**src/queued_spi_regs.svh**
```systemverilog
`ifndef QUEUED_SPI_REGS_SVH
`define QUEUED_SPI_REGS_SVH

// Register byte offsets
`define QS_MODE_OFS         12'h340
`define QS_DELAY_OFS        12'h344
`define QS_WRAP_OFS         12'h348

// Mode register fields
`define QS_MODE_MASTER_BIT  15
`define QS_MODE_FLOAT_BIT   14
`define QS_MODE_WIDTH_HI    13
`define QS_MODE_WIDTH_LO    10
`define QS_MODE_CLOCK_IDLE_LEVEL_BIT    9
`define QS_MODE_CLOCK_SAMPLE_PHASE_BIT    8
`define QS_MODE_BAUD_HI     7
`define QS_MODE_BAUD_LO     0

// Enable and delay register fields
`define QS_DLY_ENABLE_BIT   15
`define QS_DLY_LEAD_HI      14
`define QS_DLY_LEAD_LO      8
`define QS_DLY_TRAIL_HI     7
`define QS_DLY_TRAIL_LO     0

// Wrap register fields
`define QS_WRAP_HALT_BIT    15
`define QS_WRAP_LOOP_BIT    14
`define QS_WRAP_TARGET_BIT  13
`define QS_WRAP_IDLE_BIT    12
`define QS_WRAP_END_HI      11
`define QS_WRAP_END_LO      8
`define QS_WRAP_CPT_HI      7
`define QS_WRAP_CPT_LO      4
`define QS_WRAP_NEW_HI      3
`define QS_WRAP_NEW_LO      0

// Reset values
`define QS_MODE_RST         16'h8104
`define QS_DELAY_RST        16'h0404
`define QS_WRAP_RST         16'h0000

// Timing counts in system clocks, trail scale shift, and transfer widths in bits
`define QS_STD_AFTER_CYC    14'h0011
`define QS_TRAIL_SCALE_SHIFT 5
`define QS_TRAIL_ZERO_CYC   8192
`define QS_DEFAULT_BITS     5'h08
`define QS_FULL_BITS        5'h10

`endif

```
**src/queued_spi_pkg.sv**
```systemverilog
package queued_spi_pkg;
   typedef enum logic [2:0] {st_idle, st_load, st_lead, st_shift, st_trail} engine_state_t;
endpackage

```
**src/queued_spi_master_control.sv**
```systemverilog
`timescale 1ns/1ps
`include "queued_spi_regs.svh"

module queued_spi_master_control #(
   parameter int TRAIL_ZERO_CYCLES = `QS_TRAIL_ZERO_CYC
) (
   // Clock and reset
   input  wire logic        clk_sys_i,
   input  wire logic        rst_b_i,
   // Register port
   input  wire logic [11:0] reg_addr_i,
   input  wire logic        reg_wr_i,
   input  wire logic        reg_rd_i,
   input  wire logic [15:0] reg_wdata_i,
   output logic      [15:0] reg_rdata_o,
   // Loose control and status
   input  wire logic        abort_lockout_i,
   input  wire logic        queue_finished_clear_i,
   output logic             queue_finished_o,
   // Command entry of the current pointer
   output logic      [3:0]  cmd_ptr_o,
   input  wire logic [3:0]  cmd_select_i,
   input  wire logic        cmd_clock_delay_en_i,
   input  wire logic        cmd_after_delay_en_i,
   input  wire logic        cmd_width_en_i,
   // Transmit stream in, receive words out
   input  wire logic [15:0] tx_data_i,
   input  wire logic        tx_valid_i,
   output logic             tx_ready_o,
   output logic      [15:0] rx_data_o,
   output logic             rx_valid_o,
   // Serial pins
   output logic             sck_o,
   output logic             mosi_o,
   output logic             mosi_oe_o,
   input  wire logic        miso_i,
   output logic      [3:0]  cs_o
);
   queued_spi_pkg::engine_state_t state_reg;
   logic [15:0] mode_reg;
   logic        run_en_reg;
   logic [6:0]  lead_dly_reg;
   logic [7:0]  trail_dly_reg;
   logic        halt_reg;
   logic        loop_en_reg;
   logic        loop_to_start_reg;
   logic        sel_idle_reg;
   logic [3:0]  end_ptr_reg;
   logic [3:0]  done_ptr_reg;
   logic [3:0]  start_ptr_reg;
   logic        start_fresh_reg;
   logic        finished_reg;
   logic [3:0]  sel_reg;
   logic        trail_prog_reg;
   logic [4:0]  nbits_reg;
   logic [13:0] dly_cnt_reg;
   logic [7:0]  half_cnt_reg;
   logic [4:0]  edge_cnt_reg;
   logic [15:0] tx_shift_reg;
   logic [15:0] rx_shift_reg;
   logic        miso_meta_reg;
   logic        miso_sync_reg;
   logic [15:0] fifo_data;
   logic        fifo_valid;
   logic        fifo_pop;
   logic [7:0]  baud;
   logic        clock_idle_level;
   logic        clock_sample_phase;
   logic        wr_mode;
   logic        wr_delay;
   logic        wr_wrap;
   logic        at_edge;
   logic        last_edge;
   logic        leading;
   logic        entry_done;
   logic        at_end;
   logic        start_go;
   logic        abort_wr;
   logic [4:0]  width_sel;
   logic [13:0] lead_len;
   logic [13:0] trail_len;

   assign baud     = mode_reg[`QS_MODE_BAUD_HI:`QS_MODE_BAUD_LO];
   assign clock_idle_level     = mode_reg[`QS_MODE_CLOCK_IDLE_LEVEL_BIT];
   assign clock_sample_phase     = mode_reg[`QS_MODE_CLOCK_SAMPLE_PHASE_BIT];
   assign wr_mode  = reg_wr_i && (reg_addr_i == `QS_MODE_OFS);
   assign wr_delay = reg_wr_i && (reg_addr_i == `QS_DELAY_OFS);
   assign wr_wrap  = reg_wr_i && (reg_addr_i == `QS_WRAP_OFS);

   // Transmit words wait here; the engine stalls on an empty queue
   word_fifo #(.WIDTH(16), .DEPTH(16)) tx_fifo (
      .clk_sys_i   (clk_sys_i),
      .rst_b_i     (rst_b_i),
      .in_data_i   (tx_data_i),
      .in_valid_i  (tx_valid_i),
      .in_ready_o  (tx_ready_o),
      .out_data_o  (fifo_data),
      .out_valid_o (fifo_valid),
      .out_ready_i (fifo_pop)
   );

   // Decoded engine events
   assign fifo_pop   = (state_reg == queued_spi_pkg::st_load) && fifo_valid;
   assign at_edge    = (state_reg == queued_spi_pkg::st_shift) && (half_cnt_reg == 8'h01);
   assign leading    = !edge_cnt_reg[0];
   assign last_edge  = at_edge && ((edge_cnt_reg + 5'h01) == {nbits_reg[3:0], 1'b0});
   assign entry_done = (state_reg == queued_spi_pkg::st_trail) && (dly_cnt_reg == 14'h0001);
   assign at_end     = (cmd_ptr_o == end_ptr_reg);
   assign start_go   = (state_reg == queued_spi_pkg::st_idle) && run_en_reg && !halt_reg && (baud != 8'h00);
   assign abort_wr   = wr_delay && !reg_wdata_i[`QS_DLY_ENABLE_BIT] && run_en_reg && !abort_lockout_i;

   // Width per entry; reserved codes fall back to 16 bits
   always_comb
   begin
      width_sel = `QS_DEFAULT_BITS;
      if (cmd_width_en_i)
         width_sel = mode_reg[`QS_MODE_WIDTH_HI] ? {2'b01, mode_reg[`QS_MODE_WIDTH_LO+2:`QS_MODE_WIDTH_LO]}
                                                  : `QS_FULL_BITS;
   end

   // Lead and trail lengths in system clocks
   always_comb
   begin
      lead_len = {6'h00, baud};
      if (cmd_clock_delay_en_i && (lead_dly_reg != 7'h00))
         lead_len = {7'h00, lead_dly_reg};
      trail_len = `QS_STD_AFTER_CYC;
      if (trail_prog_reg)
         trail_len = (trail_dly_reg == 8'h00) ? 14'(TRAIL_ZERO_CYCLES)
                                              : {1'b0, trail_dly_reg, 5'h00};
   end

   // Two-stage synchroniser on the data input pin
   always_ff @(posedge clk_sys_i)
   begin
      if (!rst_b_i)
      begin
         miso_meta_reg <= 1'b0;
         miso_sync_reg <= 1'b0;
      end
      else
      begin
         miso_meta_reg <= miso_i;
         miso_sync_reg <= miso_meta_reg;
      end
   end

   // Mode register; master bit only stored, software keeps it set
   always_ff @(posedge clk_sys_i)
   begin
      if (!rst_b_i)
         mode_reg <= `QS_MODE_RST;
      else if (wr_mode)
         mode_reg <= reg_wdata_i;
   end

   // Delay fields
   always_ff @(posedge clk_sys_i)
   begin
      if (!rst_b_i)
      begin
         lead_dly_reg  <= 7'(`QS_DELAY_RST >> `QS_DLY_LEAD_LO);
         trail_dly_reg <= 8'(`QS_DELAY_RST);
      end
      else if (wr_delay)
      begin
         lead_dly_reg  <= reg_wdata_i[`QS_DLY_LEAD_HI:`QS_DLY_LEAD_LO];
         trail_dly_reg <= reg_wdata_i[`QS_DLY_TRAIL_HI:`QS_DLY_TRAIL_LO];
      end
   end

   // Enable bit: software sets, hardware or an unlocked write clears
   always_ff @(posedge clk_sys_i)
   begin
      if (!rst_b_i)
         run_en_reg <= 1'b0;
      else if (wr_delay && reg_wdata_i[`QS_DLY_ENABLE_BIT])
         run_en_reg <= 1'b1;
      else if (abort_wr)
         run_en_reg <= 1'b0;
      else if (entry_done && (halt_reg || (at_end && !loop_en_reg)))
         run_en_reg <= 1'b0;
      else if (baud == 8'h00)
         run_en_reg <= run_en_reg;
   end

   // Wrap register; completed pointer is not writable
   always_ff @(posedge clk_sys_i)
   begin
      if (!rst_b_i)
      begin
         halt_reg  <= 1'b0;
         loop_en_reg       <= 1'b0;
         loop_to_start_reg <= 1'b0;
         sel_idle_reg      <= 1'b0;
         end_ptr_reg       <= 4'h0;
         start_ptr_reg     <= 4'h0;
      end
      else if (wr_wrap)
      begin
         halt_reg          <= reg_wdata_i[`QS_WRAP_HALT_BIT];
         loop_en_reg       <= reg_wdata_i[`QS_WRAP_LOOP_BIT];
         loop_to_start_reg <= reg_wdata_i[`QS_WRAP_TARGET_BIT];
         sel_idle_reg      <= reg_wdata_i[`QS_WRAP_IDLE_BIT];
         end_ptr_reg       <= reg_wdata_i[`QS_WRAP_END_HI:`QS_WRAP_END_LO];
         start_ptr_reg     <= reg_wdata_i[`QS_WRAP_NEW_HI:`QS_WRAP_NEW_LO];
      end
   end

   // A pointer written mid-run redirects the next command
   always_ff @(posedge clk_sys_i)
   begin
      if (!rst_b_i)
         start_fresh_reg <= 1'b0;
      else if (wr_wrap && (state_reg != queued_spi_pkg::st_idle))
         start_fresh_reg <= 1'b1;
      else if (entry_done || state_reg == queued_spi_pkg::st_idle)
         start_fresh_reg <= 1'b0;
   end

   // Finished flag; a set in the clearing cycle wins
   always_ff @(posedge clk_sys_i)
   begin
      if (!rst_b_i)
         finished_reg <= 1'b0;
      else if (entry_done && (at_end || halt_reg))
         finished_reg <= 1'b1;
      else if (queue_finished_clear_i)
         finished_reg <= 1'b0;
   end
   assign queue_finished_o = finished_reg;

   // Queue pointer and completed pointer
   always_ff @(posedge clk_sys_i)
   begin
      if (!rst_b_i)
      begin
         cmd_ptr_o <= 4'h0;
         done_ptr_reg <= 4'h0;
      end
      else if (start_go)
         cmd_ptr_o <= start_ptr_reg;
      else if (entry_done)
      begin
         done_ptr_reg <= cmd_ptr_o;
         if (start_fresh_reg)
            cmd_ptr_o <= start_ptr_reg;
         else if (at_end)
            cmd_ptr_o <= loop_to_start_reg ? start_ptr_reg : 4'h0;
         else
            cmd_ptr_o <= cmd_ptr_o + 4'h1;
      end
   end

   // Sequencer: load, lead delay, shift, trail delay
   always_ff @(posedge clk_sys_i)
   begin
      if (!rst_b_i || baud == 8'h00 || abort_wr)
         state_reg <= queued_spi_pkg::st_idle;
      else
      begin
         unique case (state_reg)
            queued_spi_pkg::st_idle:
               if (start_go)
                  state_reg <= queued_spi_pkg::st_load;
            queued_spi_pkg::st_load:
               if (fifo_valid)
                  state_reg <= queued_spi_pkg::st_lead;
            queued_spi_pkg::st_lead:
               if (dly_cnt_reg == 14'h0001)
                  state_reg <= queued_spi_pkg::st_shift;
            queued_spi_pkg::st_shift:
               if (last_edge)
                  state_reg <= queued_spi_pkg::st_trail;
            queued_spi_pkg::st_trail:
               if (entry_done)
                  state_reg <= (halt_reg || (at_end && !loop_en_reg)) ? queued_spi_pkg::st_idle
                                                                    : queued_spi_pkg::st_load;
         endcase
      end
   end

   // Per-entry command latch and delay counter
   always_ff @(posedge clk_sys_i)
   begin
      if (!rst_b_i)
      begin
         sel_reg     <= 4'h0;
         trail_prog_reg <= 1'b0;
         nbits_reg   <= `QS_DEFAULT_BITS;
         dly_cnt_reg <= 14'h0000;
      end
      else if (fifo_pop)
      begin
         sel_reg     <= cmd_select_i;
         trail_prog_reg <= cmd_after_delay_en_i;
         nbits_reg   <= width_sel;
         dly_cnt_reg <= lead_len;
      end
      else if (last_edge)
         dly_cnt_reg <= trail_len;
      else if (dly_cnt_reg != 14'h0000)
         dly_cnt_reg <= dly_cnt_reg - 14'h0001;
   end

   // Half-period timer; a full clock spans twice the divider
   always_ff @(posedge clk_sys_i)
   begin
      if (!rst_b_i)
      begin
         half_cnt_reg <= 8'h00;
         edge_cnt_reg <= 5'h00;
      end
      else if (state_reg != queued_spi_pkg::st_shift)
      begin
         half_cnt_reg <= baud;
         edge_cnt_reg <= 5'h00;
      end
      else if (at_edge)
      begin
         half_cnt_reg <= baud;
         edge_cnt_reg <= edge_cnt_reg + 5'h01;
      end
      else
         half_cnt_reg <= half_cnt_reg - 8'h01;
   end

   // Clock pin toggles per edge and rests at the polarity level
   always_ff @(posedge clk_sys_i)
   begin
      if (!rst_b_i)
         sck_o <= 1'b0;
      else if (state_reg != queued_spi_pkg::st_shift)
         sck_o <= clock_idle_level;
      else if (at_edge)
         sck_o <= !sck_o;
   end

   // Shifters; sampled input lags two clocks behind the pin
   always_ff @(posedge clk_sys_i)
   begin
      if (!rst_b_i)
      begin
         tx_shift_reg <= 16'h0000;
         rx_shift_reg <= 16'h0000;
      end
      else if (fifo_pop)
         tx_shift_reg <= fifo_data << (5'h10 - width_sel);
      else if (at_edge)
      begin
         if (leading != clock_sample_phase)
            rx_shift_reg <= {rx_shift_reg[14:0], miso_sync_reg};
         else if (!(clock_sample_phase && edge_cnt_reg == 5'h00))
            tx_shift_reg <= {tx_shift_reg[14:0], 1'b0};
      end
   end

   // Received word, right aligned, pulsed once per entry
   always_ff @(posedge clk_sys_i)
   begin
      if (!rst_b_i)
      begin
         rx_data_o  <= 16'h0000;
         rx_valid_o <= 1'b0;
      end
      else
      begin
         rx_valid_o <= last_edge;
         if (last_edge)
            rx_data_o <= (clock_sample_phase ? {rx_shift_reg[14:0], miso_sync_reg} : rx_shift_reg)
                         & ~(16'hFFFF << nbits_reg); // Older bits masked off
      end
   end

   // Data and select pins
   always_ff @(posedge clk_sys_i)
   begin
      if (!rst_b_i)
      begin
         mosi_o    <= 1'b0;
         mosi_oe_o <= 1'b1;
         cs_o      <= 4'h0;
      end
      else
      begin
         mosi_o    <= tx_shift_reg[15];
         mosi_oe_o <= !mode_reg[`QS_MODE_FLOAT_BIT] || (state_reg == queued_spi_pkg::st_lead)
                      || (state_reg == queued_spi_pkg::st_shift);
         cs_o      <= ((state_reg == queued_spi_pkg::st_lead) || (state_reg == queued_spi_pkg::st_shift))
                      ? sel_reg : {4{sel_idle_reg}};
      end
   end

   // Registered read port; unmapped offsets read zero
   always_ff @(posedge clk_sys_i)
   begin
      if (!rst_b_i)
         reg_rdata_o <= 16'h0000;
      else if (reg_rd_i)
         unique case (reg_addr_i)
            `QS_MODE_OFS:  reg_rdata_o <= mode_reg;
            `QS_DELAY_OFS: reg_rdata_o <= {run_en_reg, lead_dly_reg, trail_dly_reg};
            `QS_WRAP_OFS:  reg_rdata_o <= {halt_reg, loop_en_reg, loop_to_start_reg, sel_idle_reg,
                                           end_ptr_reg, done_ptr_reg, start_ptr_reg};
            default:       reg_rdata_o <= 16'h0000;
         endcase
   end
endmodule // queued_spi_master_control

```
**src/word_fifo.sv**
```systemverilog
`timescale 1ns/1ps
module word_fifo #(
   parameter int WIDTH = 16,
   parameter int DEPTH = 16
) (
   // Clock and reset
   input  wire logic             clk_sys_i,
   input  wire logic             rst_b_i,
   // Filling side
   input  wire logic [WIDTH-1:0] in_data_i,
   input  wire logic             in_valid_i,
   output logic                  in_ready_o,
   // Draining side
   output logic      [WIDTH-1:0] out_data_o,
   output logic                  out_valid_o,
   input  wire logic             out_ready_i
);
   localparam int AW = $clog2(DEPTH);
   logic [WIDTH-1:0] mem [DEPTH];
   logic [AW-1:0]    wr_ptr_reg;
   logic [AW-1:0]    rd_ptr_reg;
   logic [AW:0]      count_reg;
   logic             push;
   logic             pop;

   // Honest flags straight from the fill count
   assign in_ready_o  = (count_reg != (AW+1)'(DEPTH));
   assign out_valid_o = (count_reg != '0);
   assign out_data_o  = mem[rd_ptr_reg];
   assign push        = in_valid_i && in_ready_o;
   assign pop         = out_valid_o && out_ready_i;

   // Storage array, no reset needed on data
   always_ff @(posedge clk_sys_i)
   begin
      if (push)
         mem[wr_ptr_reg] <= in_data_i;
   end

   // Pointers and fill count
   always_ff @(posedge clk_sys_i)
   begin
      if (!rst_b_i)
      begin
         wr_ptr_reg <= '0;
         rd_ptr_reg <= '0;
         count_reg  <= '0;
      end
      else
      begin
         if (push)
            wr_ptr_reg <= (wr_ptr_reg == AW'(DEPTH-1)) ? '0 : wr_ptr_reg + 1'b1;
         if (pop)
            rd_ptr_reg <= (rd_ptr_reg == AW'(DEPTH-1)) ? '0 : rd_ptr_reg + 1'b1;
         if (push && !pop)
            count_reg <= count_reg + 1'b1;
         else if (pop && !push)
            count_reg <= count_reg - 1'b1;
      end
   end
endmodule // word_fifo

```
**config.mk**
```make
export PLATFORM = sky130hd
export DESIGN_NAME = queued_spi_master_control
export DESIGN_NICKNAME = d
export VERILOG_FILES = /design/src/queued_spi_pkg.sv /design/src/queued_spi_master_control.sv /design/src/word_fifo.sv
export VERILOG_INCLUDE_DIRS = /design/src
export SDC_FILE = /design/constraint.sdc
export NUM_CORES = 1
export LEC_CHECK = 0
export BUFFER_PORTS_ARGS = -buffer_cell sky130_fd_sc_hd__clkbuf_2
export CORE_MARGIN = 1
export CORE_UTILIZATION = 50
export CTS_BUF_LIST = sky130_fd_sc_hd__clkbuf_2
export CTS_CLUSTER_SIZE = 20
export DETAILED_ROUTE_END_ITERATION = 6
export PLACE_DENSITY = 0.67
export SYNTH_ARGS = -nofsm -noshare
export SYNTH_HDL_FRONTEND = slang
export SYNTH_HIERARCHICAL = 1
export SYNTH_SLANG_ARGS = --single-unit
export TNS_END_PERCENT = 100
```
**constraint.sdc**
```tcl
create_clock -name clk_sys_i -period 3.95 [get_ports clk_sys_i]
set_clock_uncertainty 0.15 [all_clocks]
set_input_delay 0.1975 -clock clk_sys_i [delete_from_list [all_inputs] [get_ports clk_sys_i]]
set_output_delay 0.1975 -clock clk_sys_i [all_outputs]
set_load 0.01 [all_outputs]
```
==> results.toml, run 1 <==
[status]
outcome = "finished, final reports clean"

[clock_network]
clk_pin_slew_worst_paths_ns = 0.12
clk_latency_ns = 1.11
htreeDepth = 3
cts_tree = "done"
cts.sinks = 441
root_buffer = "clkbuf_2"
numCtsBuffers = 110
postCtsSetupRepairBufs = 0
clk_path_buf_depth = 3

[placement]
place.gp.congestion = 0.877
pre_cts_slack_ns = 0.669
dp_hpwl_um = 28800
portBuffers = 104
dp.cells = 2021

[synth]
synth_top_area_share = 0.408
synth_seq_cells = 441
syn_area_per_cell_sq_um = 13.0
ys_seq_area_frac = 0.604
netlist.top_cell.by_area = "edfxtp_1"
ys_warn_count = 6
synth_ff_type = "edfxtp_1"
synthArstFlopShare = 0
synth_edf_count = 256
syn_inst = 1455
yosysUniqueCellTypes = 85
syn-num-nets = 1533
synth_area_leaders = "edfxtp_1 (41%), dfxtp_1 (20%), mux4_2 (9.2%)"
netlist_area_sq_mm = 0.0189

[cells_and_area]
drive_gt1_frac = 0.239
final_util = 0.602
fillers = 2972
syn_to_final_growth_pct = 17.7
fin_nets = 1825
largest_reg_flops = 256
regMostFlops = "tx_fifo/mem"
post_layout_nonfiller_instances = 2345

[worst_hold_path]
worstHoldPathType = "input port to register"
hold_start = "reg_addr_i[4]"
whs_path_depth = 5

[critical_path]
worstPathRequired_ns = 4.84
critPathMaxStageDelay_ns = 0.61
start_kind = "input port"
worstSetupStartpoint = "reg_addr_i[10]"
path_cells = "dlygate4sd3_1 > clkbuf_2 > or2_2 > dlygate4sd3_1 > nor4_4 > dlygate4sd3_1 > buf_4 > and2_2 > nand2_1 > dlygate4sd3_1 > a21oi_1 > dlygate4sd3_1"
cp-end-kind = "register"
worstSetupPathType = "input port to register"
r2r_cells = 8
crit_path_frequent_cell = "dlygate4sd3_1"
worstPathArrival_ns = 4.61
cp_max_fo = 18
crit_slowest_cell = "dlygate4sd3_1"

[pwr]
ir_drop_uv = 344
p_per_area_mw_per_mm2 = 431
p_leak_nw = 8.19

[floorplan]
row_count = 70
die_area_sq_mm = 0.0385
die_w_um = 196
initial_utilization = 0.511
core_sq_mm = 0.0369
die_h_um = 196
io-pin-count = 105

[sta]
fmax_mhz = 269
slew_viol_final = 0
tns_ns = 0
fin_ws_ns = 0.234
setup_viol = 0
tightestPinTransition_ns = 1.04
relSlewSlack = 0.307
fin_crit_sh = 0.941
hold_violations = 0
fin_hold_ws_ns = 0.0830
period_needed_ns = 3.72
rsz0062_at_grt = "no"

[routing]
maxUsedRoutingLayer = "met5"
drt_first_pass_iters = 5
wl_met2_um = 23300
viasPerCell = 5.73
drc = 0
final_antenna_net_count = 0
met1Wirelength_um = 19600
wl_met3_um = 3360
post_drt_wl_per_cell_um = 20.4
drt_iter0_markers = 1247
wl_um = 47800
vias = 13429

[global_route]
gr-total-overflow = 0
grt_pass1_wl_um = 73600
antenna_found_initial = 3
grt_max_degree = 56
track_usage = 0.252
first_global_vias = 13334

[job]
cap_violations = 0
-- metal layers --
| layer | global-route usage | vias up |
|---|---|---|
| met5 | 0 | - |
| met4 | 0.113 | 2 |
| met3 | 0.0499 | 102 |
| met2 | 0.424 | 564 |
| met1 | 0.317 | 6544 |
| li1 | - | 6217 |
-- cells in the final DEF, fill, tap and decap left out, types with 6 or more instances in the layout --
cell           netlist  layout
clkbuf_2             1     272
edfxtp_1           256     256
dfxtp_1            185     183
nand2_1            145     145
dlygate4sd3_1        0     118
nor2_1             110     110
mux4_2              77      77
a21oi_1             76      76
a22oi_1             73      73
mux2i_1             71      71
o21ai_0             45      45
buf_4                4      42
nand3_1             26      26
a211oi_1            25      25
clkinv_1             0      25
xnor2_1             20      20
inv_1               20      19
ha_1                18      18
xor2_1              15      15
nor3_1              19      15
nor2b_1             13      13
nand4_1             11      11
nand2b_1            11      11
and2_1              12      11
a31oi_1             10      10
o21ai_1             10      10
nor4_1               8       8
or3_1                8       8
a32oi_1              6       6
-- through the flow --
stage                     instance area (sq um)  power (mW)
after floorplan                           18900        6.22
after global placement                    20000        6.56
after detailed placement                  20000        6.60
after CTS                                 22200        9.64
after global routing                      22200        10.1
final                                     22200        9.57
-- cell type report --
| type | instances | area [sq um] | share of cell area |
|---|---|---|---|
| sequential | 441 | 11400 | 0.513 |
| multi-input combinational | 906 | 7030 | 0.317 |
| timing repair buffer | 266 | 2060 | 0.0927 |
| clock buffer | 168 | 841 | 0.0379 |
| tap | 504 | 631 | 0.0284 |
| clock inverter | 33 | 148 | 0.00665 |
| inverter | 22 | 82.6 | 0.00372 |
| antenna | 5 | 12.5 | 0.000564 |
-- cell families after synthesis --
kind of cell / after synthesis / synth area share
multiplexers: 155 / 0.134
XOR/XNOR: 35 / 0.0163
AO/OA/AOI/OAI: 295 / 0.107
AND/OR/NAND/NOR: 402 / 0.101
adder cells (fa/ha/maj): 19 / 0.0130
flip-flops: 441 / 0.604
buffers and inverters: 108 / 0.0241
-- cells in the mapped netlist, types with 4 or more instances --
cell type	instances
and3_1	4
mux2i_1	71
nor3b_1	5
nand2_1	145
nor2b_1	13
mux2_2	4
dfxtp_1	185
and2_1	12
mux4_2	77
o21ai_1	10
edfxtp_1	256
nand4b_1	4
inv_1	20
o21ai_0	45
a31oi_1	10
a21o_1	4
buf_2	20
xnor2_1	20
ha_1	18
a32oi_1	6
nand2b_1	11
nand3_1	26
a211oi_1	25
nor3_1	19
nor2_1	110
a21oi_1	76
a22oi_1	73
nand4_1	11
o21bai_1	4
or2_2	5
clkbuf_1	58
or3_1	8
xor2_1	15
nor4_1	8
buf_4	4
a211o_1	4
-- critical path, delay by kind of cell --
kind                   cells  cell delay, ns
AOI/OAI and AO/OA          1            0.13
and+or+nand+nor            4            1.04
buffers and inverters      7            3.23
-- timing repair --
item,4_1_cts,5_1_grt
endpoints found under the hold margin,695,0
hold buffers,118,0
endpoints found under the setup margin,0,1
resized for setup,0,1
-- power breakdown --
group          total (mW)  internal, mW  switching [mW]
clock                2.98          1.14            1.84
combinational        1.39         0.634           0.760
sequential           5.19          5.04           0.158
total                9.57          6.82            2.75
-- final timing paths --
kind         slack (ns)               end
max                0.23    end_ptr_reg[2]
min reg2reg        0.28         mosi_oe_o
min                0.08    reg_rdata_o[6]
max reg2reg        0.64  tx_shift_reg[11]
No activity file was read; power rests on OpenSTA's default activity.
==> run 2: changes to the inputs <==
--- a/config.mk
+++ b/config.mk
@@ -15,6 +15,5 @@
 export PLACE_DENSITY = 0.67
 export SYNTH_ARGS = -nofsm -noshare
 export SYNTH_HDL_FRONTEND = slang
-export SYNTH_HIERARCHICAL = 1
 export SYNTH_SLANG_ARGS = --single-unit
 export TNS_END_PERCENT = 100
==> results.toml, run 2 <==
[status]
outcome = "finished with violations"
violations = "design-rule violations"

[routing]
drc = 3
vias = 13803
post_drt_wl_per_cell_um = 19.6
viasPerCell = 5.60
drt_iter0_markers = 927
wl_um = 48300
final_antenna_net_count = 0
drt_first_pass_iters = 7

[job]
cap_violations = 0

[critical_path]
crit_slowest_cell = "dlygate4sd3_1"
worstPathArrival_ns = 4.35
cp_max_fo = 16
worstSetupStartpoint = "reg_addr_i[11]"
path_buf_inv = 7
worstPathRequired_ns = 4.72
cpLargestDelayFamily = "buffers and inverters"
cp-end-kind = "register"
crit_path_end = "lead_dly_reg[2]"
worstSetupPathType = "input port to register"
reg2reg_setup_slack_ns = 0.49
r2r_cells = 8
r2r-end = "tx_shift_reg[13]"
start_kind = "input port"
crit_path_frequent_cell = "dlygate4sd3_1"
path_cells = "dlygate4sd3_1 > clkbuf_2 > nor4_1 > nand2_1 > dlygate4sd3_1 > nor3b_2 > dlygate4sd3_1 > buf_4 > mux2i_1 > dlygate4sd3_1 > nand2_1 > dlygate4sd3_1"
path_depth = 12
critPathMaxStageDelay_ns = 0.60

[synth]
synthArstFlopShare = 0
netlist_area_sq_mm = 0.0192
ys_warn_count = 0
syn_area_per_cell_sq_um = 12.1
yosysUniqueCellTypes = 76
synth_seq_cells = 441
synth_most_common_cell = "edfxtp_1"
synth_common_cells = "edfxtp_1 (256), nor2_1 (224), dfxtp_1 (185), mux2i_1 (157), a21oi_1 (114)"
synth_top_area_share = 0.400
ys_seq_area_frac = 0.593
synth_edf_count = 256
synth_ff_type = "edfxtp_1"
netlist.top_cell.by_area = "edfxtp_1"
synth_area_leaders = "edfxtp_1 (40%), dfxtp_1 (19%), mux2i_1 (8.2%)"
syn-num-nets = 1662
syn_inst = 1584

[floorplan]
die_w_um = 198
core_sq_mm = 0.0378
die_area_sq_mm = 0.0392
row_count = 71
die_h_um = 198
initial_utilization = 0.509
io-pin-count = 105

[global_route]
track_usage = 0.248
grt_max_degree = 55
use_met1 = 0.313
gr-total-overflow = 0
gr-max-usage-layer = "met2"
grt_pass1_wl_um = 74100
use_met3 = 0.0477
antenna_found_initial = 2
use_met2 = 0.420
first_global_vias = 13496

[clock_network]
numCtsBuffers = 109
cts_resized = 0
cts_tree = "done"
htreeDepth = 3
cts.sinks = 441
clk_latency_ns = 1.07
clk_pin_slew_worst_paths_ns = 0.10
clk_path_buf_depth = 3
root_buffer = "clkbuf_2"

[cells_and_area]
area.sequential_sq_mm = 0.0114
final_common_cell = "clkbuf_2"
mostFrequentLayoutCells = "clkbuf_2 (264), edfxtp_1 (256), nor2_1 (212)"
post_layout_nonfiller_instances = 2463
fillers = 3104
regMostFlops = "tx_fifo.mem"
drive_gt1_frac = 0.210
multiInputGateArea_sq_mm = 0.00732
syn_to_final_growth_pct = 17.2
largest_reg_flops = 256
fin_nets = 1943

[sta]
fmax_mhz = 280
hold_violations = 0
slew_viol_final = 0
fin_crit_sh = 0.906
relSlewSlack = 0.287
period_needed_ns = 3.58
setup_viol = 0
fin_hold_ws_ns = 0.118
tightestPinTransition_ns = 1.06
rsz0062_at_grt = "no"
tns_ns = 0

[worst_hold_path]
worstHoldPathType = "input port to register"
whs_path_depth = 5

[pwr]
p_leak_nw = 8.30
p_per_area_mw_per_mm2 = 425
ir_drop_uv = 311

[placement]
place.gp.congestion = 0.901
portBuffers = 104
dp_hpwl_um = 30200
dp.cells = 2148
## run 2: changes by cell type in the layout (fill, tap and decap cells not counted), moves of 27 or more
cell | previous run | this run
nor2_1 | 110 | 212
mux2i_1 | 71 | 157
a22oi_1 | 73 | 18
nand2_1 | 145 | 105
a21oi_1 | 76 | 114
mux4_2 | 77 | 50
## run 2: logic make-up (layout without fill, tap and decap cells)
kind of cell	Yosys count	after routing	share of synthesized area
xor gates and xnor gates	40	40	0.0190
AOI/OAI and AO/OA	285	285	0.0955
buffers and inverters	124	490	0.0292
other	0	2	0
and+or+nand+nor	461	461	0.106
adders and majority gates	19	19	0.0128
muxes	214	214	0.145
DFF	441	441	0.593
## run 2: through the flow
step	total power [mW]	setup slack, ns	util	cell area (sq um)
after floorplan	6.10	0.642	-	19200
after global placement	6.43	0.497	0.538	20300
after detailed placement	6.46	0.476	0.538	20300
after CTS	9.65	0.448	0.596	22500
after global routing	10.0	0.247	0.597	22500
final	9.56	0.372	0.597	22500
## run 2: what timing repair did
action	CTS	global route
buffers inserted	0	0
hold buffers	117	0
hold endpoints to repair	532	0
## run 2: power breakdown
group	leakage [nW]	internal (mW)	switching (mW)
registers	3.81	5.04	0.127
clock network	0.776	1.29	1.82
logic	3.71	0.574	0.713
total	8.30	6.90	2.67
## run 2: final cells by class
| type | count | share of cell area |
|---|---|---|
| flip-flops and latches | 441 | 0.506 |
| multi-input cells | 1019 | 0.325 |
| repair buffers | 263 | 0.0891 |
| clock buffers | 160 | 0.0356 |
| well taps | 511 | 0.0284 |
| clock inverters | 36 | 0.0102 |
| inverters | 31 | 0.00528 |
| diodes | 2 | 0.000222 |
## run 2: worst min-delay path by stage
| stage | startpoint | endpoint | slack [ns] |
|---|---|---|---|
| 2_1_floorplan | tx_data_i[0] | tx_fifo.mem[0][0] | 0.15 |
| 6_report | cmd_clock_delay_en_i | dly_cnt_reg[7] | 0.12 |
| 5_1_grt | cmd_clock_delay_en_i | dly_cnt_reg[7] | 0.09 |
| 3_3_place_gp | miso_i | miso_meta_reg | 0.26 |
| 4_1_cts | cmd_clock_delay_en_i | dly_cnt_reg[2] | 0.002 |
| 3_5_place_dp | miso_i | miso_meta_reg | 0.26 |
## run 2: routing by layer
layer | up-vias | share of wire
li1 | 6513 | -
met5 | - | 0
met1 | 6751 | 0.43
met3 | 109 | 0.049
met2 | 430 | 0.50
met4 | 0 | 0.027
## run 2: tightest hold or removal path: cells and delay by family
family                 cells  cell delay [ns]
buffers and inverters      2             0.70
AND/OR/NAND/NOR            1             0.12
AO/OA/AOI/OAI              2             0.22
==> run 3: changes to the inputs <==
--- a/config.mk
+++ b/config.mk
@@ -7,6 +7,7 @@
 export NUM_CORES = 1
 export LEC_CHECK = 0
 export BUFFER_PORTS_ARGS = -buffer_cell sky130_fd_sc_hd__clkbuf_2
+export CORE_ASPECT_RATIO = 1.25
 export CORE_MARGIN = 1
 export CORE_UTILIZATION = 50
 export CTS_BUF_LIST = sky130_fd_sc_hd__clkbuf_2
==> constraint.sdc (replaced) <==
create_clock -name clk_sys_i -period 4.2 [get_ports clk_sys_i]
set_clock_uncertainty 0.15 [all_clocks]
set_input_delay 0.21 -clock clk_sys_i [delete_from_list [all_inputs] [get_ports clk_sys_i]]
set_output_delay 0.21 -clock clk_sys_i [all_outputs]
set_load 0.01 [all_outputs]
==> results.toml, run 3 (same netlist as run 2, synthesis figures left out) <==
[global_route]
first_global_vias = 13751
gr-total-overflow = 0
grt_max_degree = 95
grt_pass1_wl_um = 74200
antenna_found_initial = 1
track_usage = 0.247

[sta]
slew_viol_final = 0
fin_ws_ns = 0.898
period_needed_ns = 3.30
rsz0062_at_grt = "no"
tns_ns = 0
setup_viol = 0
fmax_mhz = 303
fin_crit_sh = 0.786
hold_violations = 0
fin_hold_ws_ns = 0.142
relSlewSlack = 0.308
tightestPinTransition_ns = 1.04

[critical_path]
cpLargestDelayFamily = "compound AO/OA/AOI/OAI gates"
worstPathArrival_ns = 4.14
critPathMaxStageDelay_ns = 1.01
worstSetupPathType = "register to register"
cp-end-kind = "register"
path_buf_inv = 0
crit_path_frequent_cell = "mux4_2"
crit_slowest_cell = "dfxtp_4"
cp_max_fo = 58
start_kind = "register"
worstPathRequired_ns = 5.04
path_cells = "mux4_2 > nor2_1 > a221oi_1 > mux4_2 > o22ai_1 > o21a_1 > o32ai_1"

[pwr]
p_leak_nw = 8.15
p_total_mw = 8.91
ir_drop_uv = 281
p_per_area_mw_per_mm2 = 400

[floorplan]
die_area_sq_mm = 0.0392
initial_utilization = 0.511
die_h_um = 221
core_sq_mm = 0.0376
row_count = 79
die_w_um = 177
io-pin-count = 105

[routing]
drt_iter0_markers = 1076
drc = 0
wl_um = 47900
final_antenna_net_count = 0
viasPerCell = 5.71
vias = 13757
post_drt_wl_per_cell_um = 19.9
drt_first_pass_iters = 7

[placement]
postPlaceCellArea_sq_mm = 0.0202
portBuffers = 104
place.gp.congestion = 0.949
pre_cts_slack_ns = 0.872
dp_hpwl_um = 29600

[clock_network]
htreeDepth = 3
numCtsBuffers = 104
cts_tree = "done"
cts_resized = 0
hold_buffers = 105
postCtsSetupRepairBufs = 0
clk_latency_ns = 1.07
root_buffer = "clkbuf_2"
clk_path_buf_depth = 3
cts.sinks = 441
clk_pin_slew_worst_paths_ns = 0.11

[cells_and_area]
fin_nets = 1918
drive_gt1_frac = 0.205
fillers = 3162
syn_to_final_growth_pct = 16.0
largest_reg_flops = 256
final_cell_area_sq_mm = 0.0223
regMostFlops = "tx_fifo.mem"
final_common_cell = "edfxtp_1"
mostFrequentLayoutCells = "edfxtp_1 (256), clkbuf_2 (252), nor2_1 (212)"

[worst_hold_path]
worstHoldPathType = "input port to register"

[job]
cap_violations = 0

[status]
outcome = "finished, final reports clean"
[run 3: cell types whose count changed in the layout (fill, tap and decap cells not counted)]
| cell | before | now |
|---|---|---|
| diode_2 | 2 | 1 |
| buf_4 | 42 | 32 |
| clkbuf_2 | 264 | 252 |
| dlygate4sd3_1 | 117 | 105 |
| clkinv_2 | 4 | 9 |
| bufinv_16 | 3 | 2 |
| clkinvlp_4 | 0 | 2 |
| inv_6 | 0 | 3 |
| inv_2 | 5 | 4 |
| buf_12 | 0 | 2 |
| clkinv_4 | 2 | 0 |
[run 3: final cells by class]
type | instances | area [sq um] | share of cell area
clock inverter | 42 | 244 | 0.0109
sequential | 441 | 11400 | 0.511
multi-input combinational | 1019 | 7320 | 0.329
clock buffer | 148 | 741 | 0.0332
inverter | 31 | 119 | 0.00533
timing repair buffer | 243 | 1850 | 0.0831
tap | 486 | 608 | 0.0273
antenna | 1 | 2.50 | 0.000112
[run 3: worst min-delay path, delay by kind of cell]
kind | cells | cell delay, ns
buffers and inverters | 3 | 0.84
AOI/OAI and AO/OA | 1 | 0.19
and+or+nand+nor | 1 | 0.05
[run 3: final timing paths]
check                start          endpoint  slack [ns]  depth (start not counted)
max               register  tx_shift_reg[15]        0.90                          7
min               reg_rd_i    reg_rdata_o[2]        0.14                          5
max reg2reg       register  tx_shift_reg[15]        0.90                          7
min reg2reg  miso_meta_reg     miso_sync_reg        0.27                          1
[run 3: stage by stage]
step / utilization / std cells
global route: 0.593 / 2411
global placement: 0.539 / 2115
floorplan: - / 1584
finish: 0.593 / 2411
CTS: 0.593 / 2410
detailed placement: 0.539 / 2115
[run 3: layer usage]
layer / part of all wire / wire length, um / vias to the layer above / track usage
met5: 0 / 0 / - / 0
met4: 0.038 / 1830 / 0 / 0.117
met3: 0.054 / 2560 / 112 / 0.0435
met2: 0.51 / 24300 / 500 / 0.428
met1: 0.40 / 19200 / 6690 / 0.294
li1: - / - / 6455 / -
[run 3: power by group]
part | switching [mW] | internal [mW] | leakage, nW
combinational | 0.677 | 0.548 | 3.61
clock | 1.73 | 1.10 | 0.733
sequential | 0.119 | 4.74 | 3.81
